### src/include/pmb_defs.vh
// Constants for the parallel master bus sequencer.
// Assumes inclusion by bare name from design files.
`ifndef PMB_DEFS_VH
`define PMB_DEFS_VH
// ----------------------------------------
// Mode and field encodings
// ----------------------------------------
`define PMB_MODE_SPLIT 2'b10
`define PMB_MODE_ENABLE 2'b11
`define PMB_STEP_NONE 2'b00
`define PMB_STEP_UP 2'b01
`define PMB_STEP_DOWN 2'b10
`define PMB_MUX_NONE 2'b00
`define PMB_MUX_PART 2'b01
`define PMB_MUX_FULL 2'b10
`define PMB_CSF_ADDR 2'b00
`define PMB_CSF_CS2 2'b01
`define PMB_CSF_BOTH 2'b10
// ----------------------------------------
// Wait field positions
// ----------------------------------------
`define PMB_WB_HI 7
`define PMB_WB_LO 6
`define PMB_WM_HI 5
`define PMB_WM_LO 2
`define PMB_WE_HI 1
`define PMB_WE_LO 0
// ----------------------------------------
// Reset values and sizes
// ----------------------------------------
`define PMB_ADDR_RST 16'h0000
`define PMB_DATA_RST 8'h00
`define PMB_FIFO_DEPTH 16
`endif

### src/hw/pmb_fifo.v
// Write-data FIFO for queued bus writes.
// Assumes one clock and synchronous active-high reset.
`timescale 1ns/1ps
`default_nettype none
module pmb_fifo #(
  parameter WIDTH = 16,
  parameter DEPTH = 16,
  parameter AW = 4
) (
  // Clock and reset
  input wire clk_sys,
  input wire sys_rst,
  // Fill side
  input wire in_valid,
  output wire in_ready,
  input wire [WIDTH-1:0] in_data,
  // Drain side
  output wire out_valid,
  input wire out_ready,
  output wire [WIDTH-1:0] out_data
);
  reg [WIDTH-1:0] mem [0:DEPTH-1];
  reg [AW-1:0] wr_reg;
  reg [AW-1:0] rd_reg;
  reg [AW:0] cnt_reg;
  wire push = in_valid && in_ready;
  wire pop = out_valid && out_ready;
  assign in_ready = (cnt_reg != DEPTH[AW:0]);
  assign out_valid = (cnt_reg != {(AW+1){1'b0}});
  assign out_data = mem[rd_reg];
  always @(posedge clk_sys) begin
    if (push) begin
      mem[wr_reg] <= in_data;
    end
  end
  always @(posedge clk_sys) begin
    if (sys_rst) begin
      wr_reg <= {AW{1'b0}};
      rd_reg <= {AW{1'b0}};
      cnt_reg <= {(AW+1){1'b0}};
    end else begin
      if (push) begin
        wr_reg <= wr_reg + 1'b1;
      end
      if (pop) begin
        rd_reg <= rd_reg + 1'b1;
      end
      if (push && !pop) begin
        cnt_reg <= cnt_reg + 1'b1;
      end else if (pop && !push) begin
        cnt_reg <= cnt_reg - 1'b1;
      end
    end
  end
endmodule
`default_nettype wire

### src/hw/pmb_addr_step.v
// Next-address calculation with chip-select bits held out of stepping.
// Assumes purely combinational use by the sequencer.
`timescale 1ns/1ps
`default_nettype none
`include "pmb_defs.vh"
module pmb_addr_step (
  // Current address and mode
  input wire [15:0] addr_in,
  input wire [1:0] addr_step_mode,
  input wire [1:0] cs_func,
  // Result
  output reg [15:0] addr_out
);
  reg [15:0] keep_mask;
  reg [15:0] stepped;
  always @* begin
    keep_mask = 16'h0000;
    stepped = addr_in;
    // ----------------------------------------
    // Chip-select bits excluded
    // ----------------------------------------
    if (cs_func == `PMB_CSF_CS2) begin
      keep_mask = 16'h8000;
    end else if (cs_func == `PMB_CSF_BOTH) begin
      keep_mask = 16'hc000;
    end
    if (addr_step_mode == `PMB_STEP_UP) begin
      stepped = addr_in + 16'h0001;
    end else if (addr_step_mode == `PMB_STEP_DOWN) begin
      stepped = addr_in - 16'h0001;
    end
    addr_out = (addr_in & keep_mask) | (stepped & ~keep_mask);
  end
endmodule
`default_nettype wire

### src/hw/pmb_sequencer.v
// Master-mode transaction engine of a parallel port.
// Assumes software access strobes are single-cycle pulses on clk_sys.
`timescale 1ns/1ps
`default_nettype none
`include "pmb_defs.vh"
module pmb_sequencer #(
  parameter FIFO_DEPTH = `PMB_FIFO_DEPTH,
  parameter FIFO_AW = 4
) (
  // Clock and reset
  input wire clk_sys,
  input wire sys_rst,
  // Configuration
  input wire port_enable,
  input wire [1:0] port_mode,
  input wire wide_data_select,
  input wire [1:0] addr_step_mode,
  input wire [7:0] port_wait_reg,
  input wire [1:0] addr_mux_mode,
  input wire [1:0] cs_func,
  input wire cs1_active_high,
  input wire cs2_active_high,
  input wire irq_enable,
  // Address load
  input wire addr_load,
  input wire [15:0] addr_load_value,
  // Software data access
  input wire data_low_read,
  input wire data_low_write,
  input wire [7:0] data_low_wdata,
  input wire data_high_write,
  input wire [7:0] data_high_wdata,
  output wire write_ready,
  // Status
  output reg [7:0] xfer_data_low,
  output reg [7:0] xfer_data_high,
  output reg [15:0] addr_reg,
  output wire busy,
  output reg cycle_done_irq,
  // Parallel bus pins
  output reg [7:0] port_data_out,
  output reg port_data_oe,
  input wire [7:0] port_data_in,
  output reg [15:0] addr_pins,
  output reg read_strobe_out,
  output reg write_strobe_out,
  output reg enable_strobe_out,
  output reg byte_enable_strobe,
  output reg addr_latch_low_strobe,
  output reg addr_latch_high_strobe,
  output reg [1:0] chip_select_out
);
  // ----------------------------------------
  // States
  // ----------------------------------------
  localparam [6:0] ST_IDLE = 7'h01;
  localparam [6:0] ST_ALL = 7'h02;
  localparam [6:0] ST_ALH = 7'h04;
  localparam [6:0] ST_SETUP = 7'h08;
  localparam [6:0] ST_STRB = 7'h10;
  localparam [6:0] ST_HOLD = 7'h20;
  localparam [6:0] ST_DONE = 7'h40;

  reg [6:0] state_reg;
  reg [6:0] state_next;
  reg [3:0] wcnt_reg;
  reg [3:0] wcnt_next;
  reg is_read_reg;
  reg second_reg;
  reg [7:0] wbyte_high_reg;
  reg [7:0] wbyte_low_reg;
  wire [15:0] addr_stepped;
  wire master_on = port_enable && port_mode[1];
  wire [1:0] wb = port_wait_reg[`PMB_WB_HI:`PMB_WB_LO];
  wire [3:0] wm = port_wait_reg[`PMB_WM_HI:`PMB_WM_LO];
  wire [1:0] we = port_wait_reg[`PMB_WE_HI:`PMB_WE_LO];
  wire waits_on = (wm != 4'h0);
  wire [15:0] fifo_in = {data_high_wdata, data_low_wdata};
  wire fifo_valid;
  wire [15:0] fifo_data;
  wire idle = (state_reg == ST_IDLE);
  wire start_rd = master_on && idle && data_low_read && !fifo_valid;
  wire take_wr = master_on && idle && fifo_valid && !start_rd;
  wire last_byte = !wide_data_select || second_reg;
  wire fifo_pop = take_wr;
  wire enable_mode = (port_mode == `PMB_MODE_ENABLE);

  // ----------------------------------------
  // Write queue
  // ----------------------------------------
  pmb_fifo #(
    .WIDTH(16),
    .DEPTH(FIFO_DEPTH),
    .AW(FIFO_AW)
  ) u_fifo (
    .clk_sys(clk_sys),
    .sys_rst(sys_rst),
    .in_valid(data_low_write && master_on),
    .in_ready(write_ready),
    .in_data(fifo_in),
    .out_valid(fifo_valid),
    .out_ready(fifo_pop),
    .out_data(fifo_data)
  );

  pmb_addr_step u_step (
    .addr_in(addr_reg),
    .addr_step_mode(addr_step_mode),
    .cs_func(cs_func),
    .addr_out(addr_stepped)
  );

  // Busy except on the final cycle of a transfer
  assign busy = !idle && !(state_reg == ST_DONE && last_byte);

  // ----------------------------------------
  // Phase entry helper
  // ----------------------------------------
  function [10:0] enter_after_addr;
    input [1:0] wbv;
    input [3:0] wmv;
    input won;
    begin
      if (won && wbv != 2'b00) begin
        enter_after_addr = {ST_SETUP, 2'b00, wbv};
      end else begin
        enter_after_addr = {ST_STRB, wmv};
      end
    end
  endfunction

  // ----------------------------------------
  // Next state
  // ----------------------------------------
  always @* begin
    state_next = state_reg;
    wcnt_next = wcnt_reg;
    case (state_reg)
      ST_IDLE: begin
        if (start_rd || take_wr) begin
          if (addr_mux_mode != `PMB_MUX_NONE) begin
            state_next = ST_ALL;
          end else begin
            {state_next, wcnt_next} = enter_after_addr(wb, wm, waits_on);
          end
        end
      end
      ST_ALL: begin
        if (addr_mux_mode == `PMB_MUX_FULL) begin
          state_next = ST_ALH;
        end else begin
          {state_next, wcnt_next} = enter_after_addr(wb, wm, waits_on);
        end
      end
      ST_ALH: begin
        {state_next, wcnt_next} = enter_after_addr(wb, wm, waits_on);
      end
      ST_SETUP: begin
        if (wcnt_reg <= 4'h1) begin
          state_next = ST_STRB;
          wcnt_next = wm;
        end else begin
          wcnt_next = wcnt_reg - 4'h1;
        end
      end
      ST_STRB: begin
        if (wcnt_reg == 4'h0) begin
          if (waits_on && we != 2'b00) begin
            state_next = ST_HOLD;
            wcnt_next = {2'b00, we};
          end else begin
            state_next = ST_DONE;
          end
        end else begin
          wcnt_next = wcnt_reg - 4'h1;
        end
      end
      ST_HOLD: begin
        if (wcnt_reg <= 4'h1) begin
          state_next = ST_DONE;
        end else begin
          wcnt_next = wcnt_reg - 4'h1;
        end
      end
      ST_DONE: begin
        if (last_byte) begin
          state_next = ST_IDLE;
        end else if (addr_mux_mode != `PMB_MUX_NONE) begin
          state_next = ST_ALL;
        end else begin
          {state_next, wcnt_next} = enter_after_addr(wb, wm, waits_on);
        end
      end
      default: begin
        state_next = ST_IDLE;
      end
    endcase
  end

  // ----------------------------------------
  // Sequencer registers
  // ----------------------------------------
  always @(posedge clk_sys) begin
    if (sys_rst) begin
      state_reg <= ST_IDLE;
      wcnt_reg <= 4'h0;
      is_read_reg <= 1'b0;
      second_reg <= 1'b0;
      wbyte_low_reg <= `PMB_DATA_RST;
      wbyte_high_reg <= `PMB_DATA_RST;
      xfer_data_low <= `PMB_DATA_RST;
      xfer_data_high <= `PMB_DATA_RST;
      addr_reg <= `PMB_ADDR_RST;
      cycle_done_irq <= 1'b0;
    end else begin
      state_reg <= state_next;
      wcnt_reg <= wcnt_next;
      cycle_done_irq <= 1'b0;
      if (start_rd) begin
        is_read_reg <= 1'b1;
        second_reg <= 1'b0;
      end else if (take_wr) begin
        is_read_reg <= 1'b0;
        second_reg <= 1'b0;
        wbyte_low_reg <= fifo_data[7:0];
        wbyte_high_reg <= fifo_data[15:8];
      end
      if (state_reg == ST_STRB && wcnt_reg == 4'h0 && is_read_reg) begin
        if (second_reg) begin
          xfer_data_high <= port_data_in;
        end else begin
          xfer_data_low <= port_data_in;
        end
      end
      if (state_reg == ST_DONE) begin
        cycle_done_irq <= irq_enable && last_byte;
        second_reg <= !last_byte;
        if (last_byte) begin
          addr_reg <= addr_stepped;
        end
      end else if (addr_load && idle) begin
        addr_reg <= addr_load_value;
      end
    end
  end

  // ----------------------------------------
  // Pin outputs
  // ----------------------------------------
  wire strobe_on = (state_reg == ST_STRB);
  wire active = (state_next != ST_IDLE);
  wire [15:0] addr_eff = {
    (cs_func == `PMB_CSF_ADDR) ? addr_reg[15] : 1'b0,
    (cs_func == `PMB_CSF_BOTH) ? 1'b0 : addr_reg[14],
    addr_reg[13:0]};
  wire cs2_en = (cs_func == `PMB_CSF_CS2) || (cs_func == `PMB_CSF_BOTH);
  wire cs1_en = (cs_func == `PMB_CSF_BOTH);
  wire cs2_on = active && addr_reg[15];
  wire cs1_on = active && addr_reg[14];
  // Byte slot of the cycle about to run
  wire second_next = (state_reg == ST_DONE) ? !last_byte : second_reg;
  wire [7:0] wbyte = second_next ? wbyte_high_reg : wbyte_low_reg;

  always @(posedge clk_sys) begin
    if (sys_rst) begin
      port_data_out <= 8'h00;
      port_data_oe <= 1'b0;
      addr_pins <= 16'h0000;
      read_strobe_out <= 1'b0;
      write_strobe_out <= 1'b0;
      enable_strobe_out <= 1'b0;
      byte_enable_strobe <= 1'b0;
      addr_latch_low_strobe <= 1'b0;
      addr_latch_high_strobe <= 1'b0;
      chip_select_out <= 2'b00;
    end else begin
      addr_pins <= addr_eff;
      addr_latch_low_strobe <= (state_next == ST_ALL);
      addr_latch_high_strobe <= (state_next == ST_ALH);
      if (state_next == ST_ALL) begin
        port_data_out <= addr_eff[7:0];
        port_data_oe <= 1'b1;
      end else if (state_next == ST_ALH) begin
        port_data_out <= addr_eff[15:8];
        port_data_oe <= 1'b1;
      end else if (state_next != ST_IDLE && !is_read_next(start_rd, take_wr)) begin
        port_data_out <= take_wr ? fifo_data[7:0] : wbyte;
        port_data_oe <= 1'b1;
      end else begin
        port_data_oe <= 1'b0;
      end
      read_strobe_out <= 1'b0;
      write_strobe_out <= 1'b0;
      enable_strobe_out <= 1'b0;
      if (state_next == ST_STRB) begin
        if (enable_mode) begin
          enable_strobe_out <= 1'b1;
          read_strobe_out <= rd_flag(start_rd, take_wr);
        end else begin
          read_strobe_out <= rd_flag(start_rd, take_wr);
          write_strobe_out <= !rd_flag(start_rd, take_wr);
        end
      end else if (enable_mode && state_next != ST_IDLE) begin
        read_strobe_out <= rd_flag(start_rd, take_wr);
      end
      byte_enable_strobe <= wide_data_select && (state_next != ST_IDLE) && second_next;
      chip_select_out[0] <= cs1_en ? (cs1_on ^ !cs1_active_high) : 1'b0;
      chip_select_out[1] <= cs2_en ? (cs2_on ^ !cs2_active_high) : 1'b0;
    end
  end

  // Direction of the cycle about to run
  function rd_flag;
    input s_rd;
    input s_wr;
    begin
      rd_flag = s_rd ? 1'b1 : (s_wr ? 1'b0 : is_read_reg);
    end
  endfunction

  function is_read_next;
    input s_rd;
    input s_wr;
    begin
      is_read_next = rd_flag(s_rd, s_wr);
    end
  endfunction
endmodule
`default_nettype wire

### config.mk
export PLATFORM = sky130hd
export DESIGN_NAME = pmb_sequencer
export DESIGN_NICKNAME = d
export VERILOG_FILES = /design/src/hw/pmb_fifo.v /design/src/hw/pmb_addr_step.v /design/src/hw/pmb_sequencer.v
export VERILOG_INCLUDE_DIRS = /design/src /design/src/include
export SDC_FILE = /design/constraint.sdc
export NUM_CORES = 1
export LEC_CHECK = 0
export ABC_CLOCK_PERIOD_IN_PS = 3400
export BUFFER_PORTS_ARGS = -buffer_cell sky130_fd_sc_hd__buf_4
export CORE_MARGIN = 2
export CORE_UTILIZATION = 54
export CTS_CLUSTER_DIAMETER = 40
export DETAILED_ROUTE_END_ITERATION = 10
export PLACE_DENSITY = 0.73
export RECOVER_POWER = 50
export SLEW_MARGIN = 20
export SYNTH_ARGS = -nofsm -noshare
export SYNTH_HDL_FRONTEND = slang
export SYNTH_HIERARCHICAL = 1
export SYNTH_SLANG_ARGS = --single-unit
### constraint.sdc
create_clock -name clk_sys -period 3.4 [get_ports clk_sys]
set_clock_uncertainty 0.15 [all_clocks]
set_input_delay 0.51 -clock clk_sys [delete_from_list [all_inputs] [get_ports clk_sys]]
set_output_delay 0.51 -clock clk_sys [all_outputs]
set_load 0.03 [all_outputs]
## Yosys cells after proc, flatten, opt, wreduce, memory -nomap -nowiden

Memory sizes are Yosys's and may differ from the RTL's. A register that Yosys moved wholly into a read port is not among the register bits.
Cells that the tools add are included.

| word-level totals | value |
|---|---|
| bits in registers | 108 |
| bits in latches | 0 |
| output and inout port bits | 68 |
| RAM bits | 256 |
| ROM bits | 0 |
| memories kept | 1 |
| logic and storage cells | 181 |

| cells by class | value |
|---|---|
| equality and inequality tests | 24 |
| magnitude comparators | 1 |
| $add $sub $neg | 7 |
| reductions and logical operators | 61 |
| div/mod/pow operators | 0 |
| multiplexer cells | 51 |
| multiply operators | 0 |
| shift operators | 0 |
| bitwise gates (word level) | 12 |

Memory list:

| memory | depth | bits a word | read ports | clocked after memory_dff | wr ports | RTL line | text |
|---|---|---|---|---|---|---|---|
| u_fifo.mem | 16 | 16 | 1 | 1 | 1 | pmb_fifo.v:22 | `reg [WIDTH-1:0] mem [0:DEPTH-1];` |

Operator list:

| operator | number |
|---|---|
| 2-to-1 mux 16 bit | 7 |
| 2-to-1 mux 7 bit | 7 |
| one-hot mux 7 bit (7 select lines) | 1 |
| 2-to-1 mux 4 bit | 10 |
| 2-to-1 mux 8 bit | 5 |
| bitwise AND 16 bit | 2 |
| one-hot mux 4 bit (7 select lines) | 1 |
| logical AND 1 bit | 25 |
| adder 16 x 1 -> 16 bit, second input constant | 1 |
| 2-to-1 mux 1 bit | 16 |
| inverter 16 bit | 1 |
| OR 16 bit | 1 |
| subtractor 16 x 1 -> 16 bit, second input constant | 1 |
| 2-to-1 mux 5 bit | 3 |
| == test 7 x 2 -> 1 bit, second input constant | 2 |
| == test 7 x 3 -> 1 bit, second input constant | 2 |
| == test 7 x 5 -> 1 bit, second input constant | 2 |
| logical NOT 1 bit | 11 |
| nonzero test 2 bit | 5 |
| 2-to-1 mux 9 bit | 1 |
| adder 4 x 1 -> 4 bit, second input constant | 2 |
| == test 2 bit, second input constant | 4 |
| inequality test 2 bit, second input constant | 4 |
| AND reduction 2 bit | 4 |
| other kinds (25) | 38 |

## Depth between registers and ports, before layout

Gate-level depths: netlist of run 1.

| logic depth | value |
|---|---|
| word-level depth | 14 |
| gate-level depth with buffers | 12 |

## Modules after synthesis

Netlist of run 1, hierarchy kept.

Modules (own cells, without submodules):

| module | cells an instance | times used | area each (µm²) | sequential area each (µm²) |
|---|---|---|---|---|
| pmb_fifo | 504 | 1 | 10523.8 | 8027.7 |
| pmb_sequencer | 520 | 1 | 4566.9 | 1901.8 |
| pmb_addr_step | 87 | 1 | 609.3 | 0.0 |

## Least setup slack after synthesis of run 1

Ideal clock, no wire load.

| timing | value |
|---|---|
| path kind | register -> register |
| start | reg state_reg[2] |
| end | reg u_fifo.cnt_reg[4] |
| stages on the path, launching flop included | 13 |
| setup time | 0.121 ns |
| period minus slack after synthesis | 3.058 ns |
| arrival time | 2.788 ns |
| setup slack | 0.342 ns |
| buffers on the path | 1 |
| path through | dfxtp_1 > buf_6 > or4_4 > nor2_1 > and3_1 > o21ai_4 > ha_1 > inv_1 > ha_1 > a21oi_1 > a211oi_1 > a31oi_1 > mux2_2 |

| on the way | value |
|---|---|
| cells in the longest elaborated chain, start to end | 10 |
| elaborated cells between the ends (all ways) | 13 |
| those cells by class | 1 x eq/ne; 1 x mux; 11 x reduce/logical |

RTL lines:

| what | RTL line | text |
|---|---|---|
| from (decl) | pmb_sequencer.v:64 | `reg [6:0] state_reg;` |
| from (signal assigned) | pmb_sequencer.v:216 | `state_reg <= state_next;` |
| == test 7 x 1 -> 1 bit * | - |  |
| logical AND 1 bit * | pmb_sequencer.v:82, pmb_sequencer.v:83 |  |
| logical AND 1 bit (2 in a row) | pmb_sequencer.v:82 | `wire start_rd = master_on && idle && data_low_read && !fifo_valid;` |
| logical NOT 1 bit | pmb_sequencer.v:83 | `wire take_wr = master_on && idle && fifo_valid && !start_rd;` |
| logical AND 1 bit * | pmb_sequencer.v:83 |  |
| net fifo_pop | pmb_sequencer.v:85 | `wire fifo_pop = take_wr;` |
| logical AND 1 bit * | pmb_fifo.v:27 | `wire pop = out_valid && out_ready;` |
| logical NOT 1 bit | pmb_fifo.v:48 | `if (push && !pop) begin` |
| logical AND 1 bit | pmb_fifo.v:48 |  |
| 2-to-1 mux 5 bit / nonzero test 2 bit (equally long branches) | - |  |
| to (signal assigned) | pmb_fifo.v:40 | `cnt_reg <= {(AW+1){1'b0}};` |
| to (signal assigned) | pmb_fifo.v:49 | `cnt_reg <= cnt_reg + 1'b1;` |
| to (signal assigned) | pmb_fifo.v:51 | `cnt_reg <= cnt_reg - 1'b1;` |
| to (decl) | pmb_fifo.v:25 | `reg [AW:0] cnt_reg;` |

The timed path passes the listed nets; every way through them passes the cells marked *.
A chain may end at the register's enable or synchronous reset.

## Worst setup path after layout of run 1

| timing | value |
|---|---|
| start | reg state_reg[3] |
| end | reg u_fifo.cnt_reg[3] |

Same word-level chain as after synthesis.

==> results.cfg, run 1 <==
[status]
run_status = complete, no violations

[setup_path]
critical_path.reg2reg.endpoint = u_fifo/cnt_reg[3]
regToRegSetupSlack_ns = 0.21
cp-end-kind = register
crit_type = reg -> reg
worst_path_largest_cell_delay_ns = 0.55
data_required_time_at_the_worst_endpoint_ns = 3.66
cpMostUsedCell = sky130_fd_sc_hd__ha_1
worst_path_max_delay_cell = sky130_fd_sc_hd__or4_4
crit_arrival_ns = 3.45
path_cells = or4_4 > nor2_1 > and3_1 > o21ai_4 > ha_1 > inv_1 > ha_1 > a21o_1 > a21oi_1 > nor4_1 > or3_1
critical_path.max_fanout = 5
r2r_start = state_reg[3]
worstRegToRegCells = 11
cp-start-kind = register

[detailed_routing]
antenna_violating_nets_post_route = 0
detail_route.iter0.violations = 818
detail_route.first_pass.iterations = 5
drc_violation_count_after_routing = 0
via_count = 9897
route.final.wire_length_um = 35800
routedWlPerCell_um = 21.2
post_drt_via_cell_ratio = 5.85

[yosys]
synth_top_cells_by_area = sky130_fd_sc_hd__edfxtp_1 (49%), sky130_fd_sc_hd__dfxtp_1 (14%), sky130_fd_sc_hd__mux4_2 (9.2%)
post_synth_fa_ha_maj_area_fraction = 0.0148
syn_area_um2 = 15700
yosysWarningCount = 6
synth_mux_area_frac = 0.126
synth_compound_area_frac = 0.0724
synth_fp_nets = 1196
synth_top_cells_by_count = sky130_fd_sc_hd__edfxtp_1 (256), sky130_fd_sc_hd__dfxtp_1 (112), sky130_fd_sc_hd__nor2_1 (110), sky130_fd_sc_hd__nand2_1 (74), sky130_fd_sc_hd__mux4_2 (64)
netlist_instances = 1111
synth_area_in_simple_gates = 0.106
dominant_combinational_cell_family_by_area_after_synthesis = multiplexers
synth_ff_type = sky130_fd_sc_hd__edfxtp_1
synth_cell_type_count = 75
synth_top_cell_by_area = sky130_fd_sc_hd__edfxtp_1
synth_edf_count = 256
ys_seq_area_frac = 0.632
postSynthRegisterBits = 368
asyncSetResetFlopFracSynth = 0
yosysMostFrequentCell = sky130_fd_sc_hd__edfxtp_1
postSynthAreaPerCell_um2 = 14.1
synth_top_area_frac = 0.490
synth_xor_area_frac = 0.0156

[pwr]
leakage_power_figure_nw = 6.51
post-layout-total-power_mw = 10.9
ir_drop_mv = 0.430
p_per_area_nw_per_um2 = 588

[worst_hold_path]
hold_end = xfer_data_high[4]
worstHoldPathCells = 3
hold_path.startpoint = port_data_in[4]
hold_path_class = in -> reg

[finish]
final_layout_size_suffix_gt1_frac = 0.224
nFillCells = 2157
flip_flop_count_of_the_largest_register_after_layout = 256
final_nets = 1357
area_delta_synth_final_pct = 17.6
final_util = 0.643

[placed_design]
numPortBuffers = 133
weighted_congestion_reported_at_the_end_of_routability_driven_placement = 0.894
detailed_place_hpwl_um = 23400

[sta]
max_slew.worst_pin.slew_ns = 0.991
slew_viol_final = 0
tns_ns = 0
maxClockFrequency_mhz = 314
final_hold_viol_count = 0
timing.slew.headroom = 0.340
fin_crit_ns = 3.19
layout_worst_path_cycle_share = 0.937
setup_violations = 0
rsz_0062_raised_after_global_routing = no

[clocking]
cts_buffer_depth = 3
clkSlewWorstSetupHoldPaths_ns = 0.06
insertion_delay_ns = 0.54
tritoncts_sinks = 368
cts-hold-fix-buffers = 0
cts_made_buffers = 45
cts.htree.levels = 2
tritoncts = built
cts_setup_buffers = 0
cts.root.buffer_cell = sky130_fd_sc_hd__clkbuf_16
cts_resized = 0

[global_routing]
grt_max_degree = 98
antenna_found_initial = 2
first_global_vias = 9713
grt_pass1_wl_um = 54700
grt_overflow = 0
global_route.usage.total = 0.233

[floorplanning]
coreArea_um2 = 28700
fp-row-count = 62
io_pins = 135
dieHeight_um = 175
initial_utilization = 0.547
die_width_um = 175
die-area_um2 = 30500

[job]
drv.max_cap_violation_count = 0
## critical path, delay by kind of cell, from the launching register on
family	cells	cell delay, ns
and+or+nand+nor	5	1.51
AOI/OAI and AO/OA	3	0.47
adders and majority gates	2	0.46
DFF	1	0.31
buffers and inverters	1	0.18
## metal layers
layer / wire length (um) / vias to the layer above / global-route usage
li1: - / 4564 / -
met1: 15300 / 4887 / 0.318
met2: 17300 / 394 / 0.383
met3: 2540 / 52 / 0.0466
met4: 653 / 0 / 0.0698
met5: 0 / - / 0
## stage by stage
stage,cells,worst slack (ns),area (um^2),hold WS [ns]
final,1693,0.214,18500,0.0775
after global routing,1692,0.00227,18500,0.0693
after CTS,1691,0.221,18800,0.0695
after detailed placement,1609,0.226,17200,0.292
after global placement,1609,0.304,17200,0.286
after floorplan,1111,0.342,15700,0.278
## worst max-delay path by stage
stage,startpoint,to,slack (ns),cells after the start
6_report,state_reg[3],u_fifo/cnt_reg[3],0.21,11
5_1_grt,state_reg[3],u_fifo/cnt_reg[3],0.002,11
4_1_cts,state_reg[3],u_fifo/cnt_reg[3],0.22,11
3_5_place_dp,state_reg[3],u_fifo/cnt_reg[3],0.23,11
3_3_place_gp,state_reg[3],u_fifo/cnt_reg[4],0.30,11
2_1_floorplan,state_reg[2],u_fifo/cnt_reg[4],0.34,12
## cells in the final DEF (no fill, tap or decap), types with 7 or more instances in the layout
cell	count
sky130_fd_sc_hd__nand2_1	74
sky130_fd_sc_hd__o211ai_1	10
sky130_fd_sc_hd__o221ai_1	9
sky130_fd_sc_hd__nand2b_1	16
sky130_fd_sc_hd__a22oi_1	35
sky130_fd_sc_hd__mux2_2	8
sky130_fd_sc_hd__dfxtp_1	110
sky130_fd_sc_hd__xor2_1	12
sky130_fd_sc_hd__nor2b_1	20
sky130_fd_sc_hd__o21ai_0	10
sky130_fd_sc_hd__nand3_1	11
sky130_fd_sc_hd__nor3_1	16
sky130_fd_sc_hd__xnor2_1	16
sky130_fd_sc_hd__nor2_1	104
sky130_fd_sc_hd__clkbuf_1	82
sky130_fd_sc_hd__nor4_1	7
sky130_fd_sc_hd__and3_1	10
sky130_fd_sc_hd__a211oi_1	25
sky130_fd_sc_hd__a21oi_1	32
sky130_fd_sc_hd__edfxtp_1	256
sky130_fd_sc_hd__buf_4	110
sky130_fd_sc_hd__clkbuf_16	47
sky130_fd_sc_hd__mux2i_1	45
sky130_fd_sc_hd__mux4_2	64
sky130_fd_sc_hd__inv_1	26
sky130_fd_sc_hd__ha_1	17
## power by group
part	switching (mW)	internal, mW
clock	1.88	2.96
combinational	0.600	0.414
sequential	0.115	4.88
## cells by family after synthesis
kind of cell / count (synthesis)
AOI/OAI and AO/OA: 157
xor gates and xnor gates: 28
adders and majority gates: 18
buffers and inverters: 102
DFF: 368
muxes: 117
and+or+nand+nor: 321
## final cells by class
type / instances / area, um^2 / area share
sequential: 368 / 9930 / 0.538
multi-input combinational: 641 / 5270 / 0.285
clock buffer: 50 / 1200 / 0.0649
timing repair buffer: 190 / 1130 / 0.0610
tap: 384 / 480 / 0.0260
clock inverter: 32 / 355 / 0.0192
inverter: 26 / 97.6 / 0.00529
antenna: 2 / 5.00 / 0.000271
No activity file was read; power rests on OpenSTA's default activity.
==> inputs of run 2 (changes only) <==
--- a/config.mk
+++ b/config.mk
@@ -10,6 +10,7 @@
 export BUFFER_PORTS_ARGS = -buffer_cell sky130_fd_sc_hd__buf_4
 export CORE_MARGIN = 2
 export CORE_UTILIZATION = 54
+export CTS_BUF_LIST = sky130_fd_sc_hd__clkbuf_4 sky130_fd_sc_hd__clkbuf_8
 export CTS_CLUSTER_DIAMETER = 40
 export DETAILED_ROUTE_END_ITERATION = 10
 export PLACE_DENSITY = 0.73
==> run 2 against run 1 <==
Against the previous run: worst setup slack got worse by 0.017 ns; worst hold slack lost 0.018 ns; die area is the same; routed wire length fell by 1.1%; largest power group unchanged; power down 9.2%; non-clock buffer count up 9; fmax fell by 0.55%; clock power shrank 21%; global-route usage shrank 0.12 points; via count up 0.76%; count of clock-buffer cells in the layout increased by 32; combinational power hardly changed.
==> results.cfg, run 2 (synthesis gave the netlist of run 1 again) <==
[sta]
max_slew.worst_pin.slew_ns = 1.01
tns_ns = 0
fin_crit_ns = 3.20
rsz_0062_raised_after_global_routing = no
final_hold_viol_count = 0
layout_worst_path_cycle_share = 0.942
timing.slew.headroom = 0.324
slew_viol_final = 0
maxClockFrequency_mhz = 312
setup_violations = 0

[global_routing]
grt_pass1_wl_um = 54500
grt_max_degree = 98
grt_overflow = 0
first_global_vias = 9886
antenna_found_initial = 1
global_route.usage.total = 0.232

[setup_path]
data_required_time_at_the_worst_endpoint_ns = 3.73
critical_path.max_fanout = 5
worstRegToRegCells = 11
cp-start-kind = register
critical_path.reg2reg.endpoint = u_fifo/cnt_reg[3]
crit_type = reg -> reg
r2r_start = state_reg[2]
regToRegSetupSlack_ns = 0.20
crit_arrival_ns = 3.53
cp-end-kind = register

[pwr]
p_per_area_nw_per_um2 = 540
ir_drop_mv = 0.420
leakage_power_figure_nw = 6.47

[clocking]
cts.root.buffer_cell = sky130_fd_sc_hd__clkbuf_8
cts_buffer_depth = 3
insertion_delay_ns = 0.60
tritoncts = built
tritoncts_sinks = 368
cts.htree.levels = 2
cts_resized = 0
cts_made_buffers = 61
clkSlewWorstSetupHoldPaths_ns = 0.06
cts_setup_buffers = 0

[finish]
area_delta_synth_final_pct = 16.2
nFillCells = 2208
final_nets = 1382
layout.area.seq_um2 = 9930
final_common_cell = sky130_fd_sc_hd__edfxtp_1
finalInstanceArea_um2 = 18200
final_layout_size_suffix_gt1_frac = 0.238
flip_flop_count_of_the_largest_register_after_layout = 256
multi_input_area_um2 = 5270
final_cell_mix = sky130_fd_sc_hd__edfxtp_1 (256), sky130_fd_sc_hd__buf_4 (115), sky130_fd_sc_hd__dfxtp_1 (110)
insertedDiodeCount = 0

[status]
run_status = complete, no violations

[detailed_routing]
post_drt_via_cell_ratio = 5.76
route.final.wire_length_um = 35500
detail_route.first_pass.iterations = 6
detail_route.iter0.violations = 832
routedWlPerCell_um = 20.5
antenna_violating_nets_post_route = 0
drc_violation_count_after_routing = 0
via_count = 9972

[worst_hold_path]
worstHoldPathCells = 2
hold_end = cycle_done_irq
hold_path_class = in -> reg
hold_path.startpoint = irq_enable

[floorplanning]
die_width_um = 175
fp-row-count = 62
die-area_um2 = 30500
io_pins = 135
coreArea_um2 = 28700
initial_utilization = 0.547
dieHeight_um = 175

[job]
drv.max_cap_violation_count = 0

[placed_design]
detailed_place_hpwl_um = 23400
numPortBuffers = 133
placed_area_um2 = 17200
weighted_congestion_reported_at_the_end_of_routability_driven_placement = 0.894
[run 2: timing repair]
| item | CTS | global route |
|---|---|---|
| endpoints found under the setup margin | 0 | 0 |
| endpoints found under the hold margin | 14 | 0 |
| hold buffers | 9 | 0 |
[run 2: where the power goes]
| part | internal, mW | switching [mW] |
|---|---|---|
| logic | 0.427 | 0.601 |
| clock network | 2.10 | 1.73 |
| registers | 4.88 | 0.114 |
[run 2: layout make-up]
cell class | instances | share of cell area
timing repair buffer | 199 | 0.0677
inverter | 26 | 0.00535
clock inverter | 32 | 0.0121
tap | 384 | 0.0263
clock buffer | 82 | 0.0553
sequential | 368 | 0.545
multi-input combinational | 641 | 0.289
[run 2: how the worst max path moves through the flow]
stage	from	endpoint	slack, ns
after detailed placement	state_reg[3]	u_fifo/cnt_reg[3]	0.23
after global routing	state_reg[3]	u_fifo/cnt_reg[3]	0.008
after CTS	state_reg[3]	u_fifo/cnt_reg[3]	0.24
final	state_reg[2]	u_fifo/cnt_reg[3]	0.20
after floorplan	state_reg[2]	u_fifo/cnt_reg[4]	0.34
after global placement	state_reg[3]	u_fifo/cnt_reg[4]	0.30
[run 2: metal layers]
layer	track usage	vias to the layer above	wire [um]
met3	0.0505	71	2630
met1	0.316	4902	15100
li1	-	4599	-
met4	0.0733	2	855
met2	0.377	398	16900
met5	0	-	12
[run 2: worst max-delay path, stage by stage, from the launching register on]
cell and delay, ns:
sky130_fd_sc_hd__dfxtp_1 0.32, sky130_fd_sc_hd__or4_4 0.53, sky130_fd_sc_hd__nor2_1 0.21, sky130_fd_sc_hd__and3_1 0.29, sky130_fd_sc_hd__o21ai_4 0.10, sky130_fd_sc_hd__ha_1 0.20, sky130_fd_sc_hd__inv_1 0.18, sky130_fd_sc_hd__ha_1 0.26
sky130_fd_sc_hd__a21o_1 0.17, sky130_fd_sc_hd__a21oi_1 0.20, sky130_fd_sc_hd__nor4_1 0.07, sky130_fd_sc_hd__or3_1 0.40
[run 2: through the flow]
stage	hold WS, ns	instances	utilization	power [mW]	setup slack, ns
floorplan	0.278	1111	-	5.81	0.342
global placement	0.286	1609	0.600	6.13	0.304
detailed placement	0.292	1609	0.600	6.15	0.226
CTS	0.0136	1732	0.646	9.98	0.237
global route	0.0294	1732	0.636	10.3	0.00785
finish	0.0594	1732	0.636	9.85	0.196
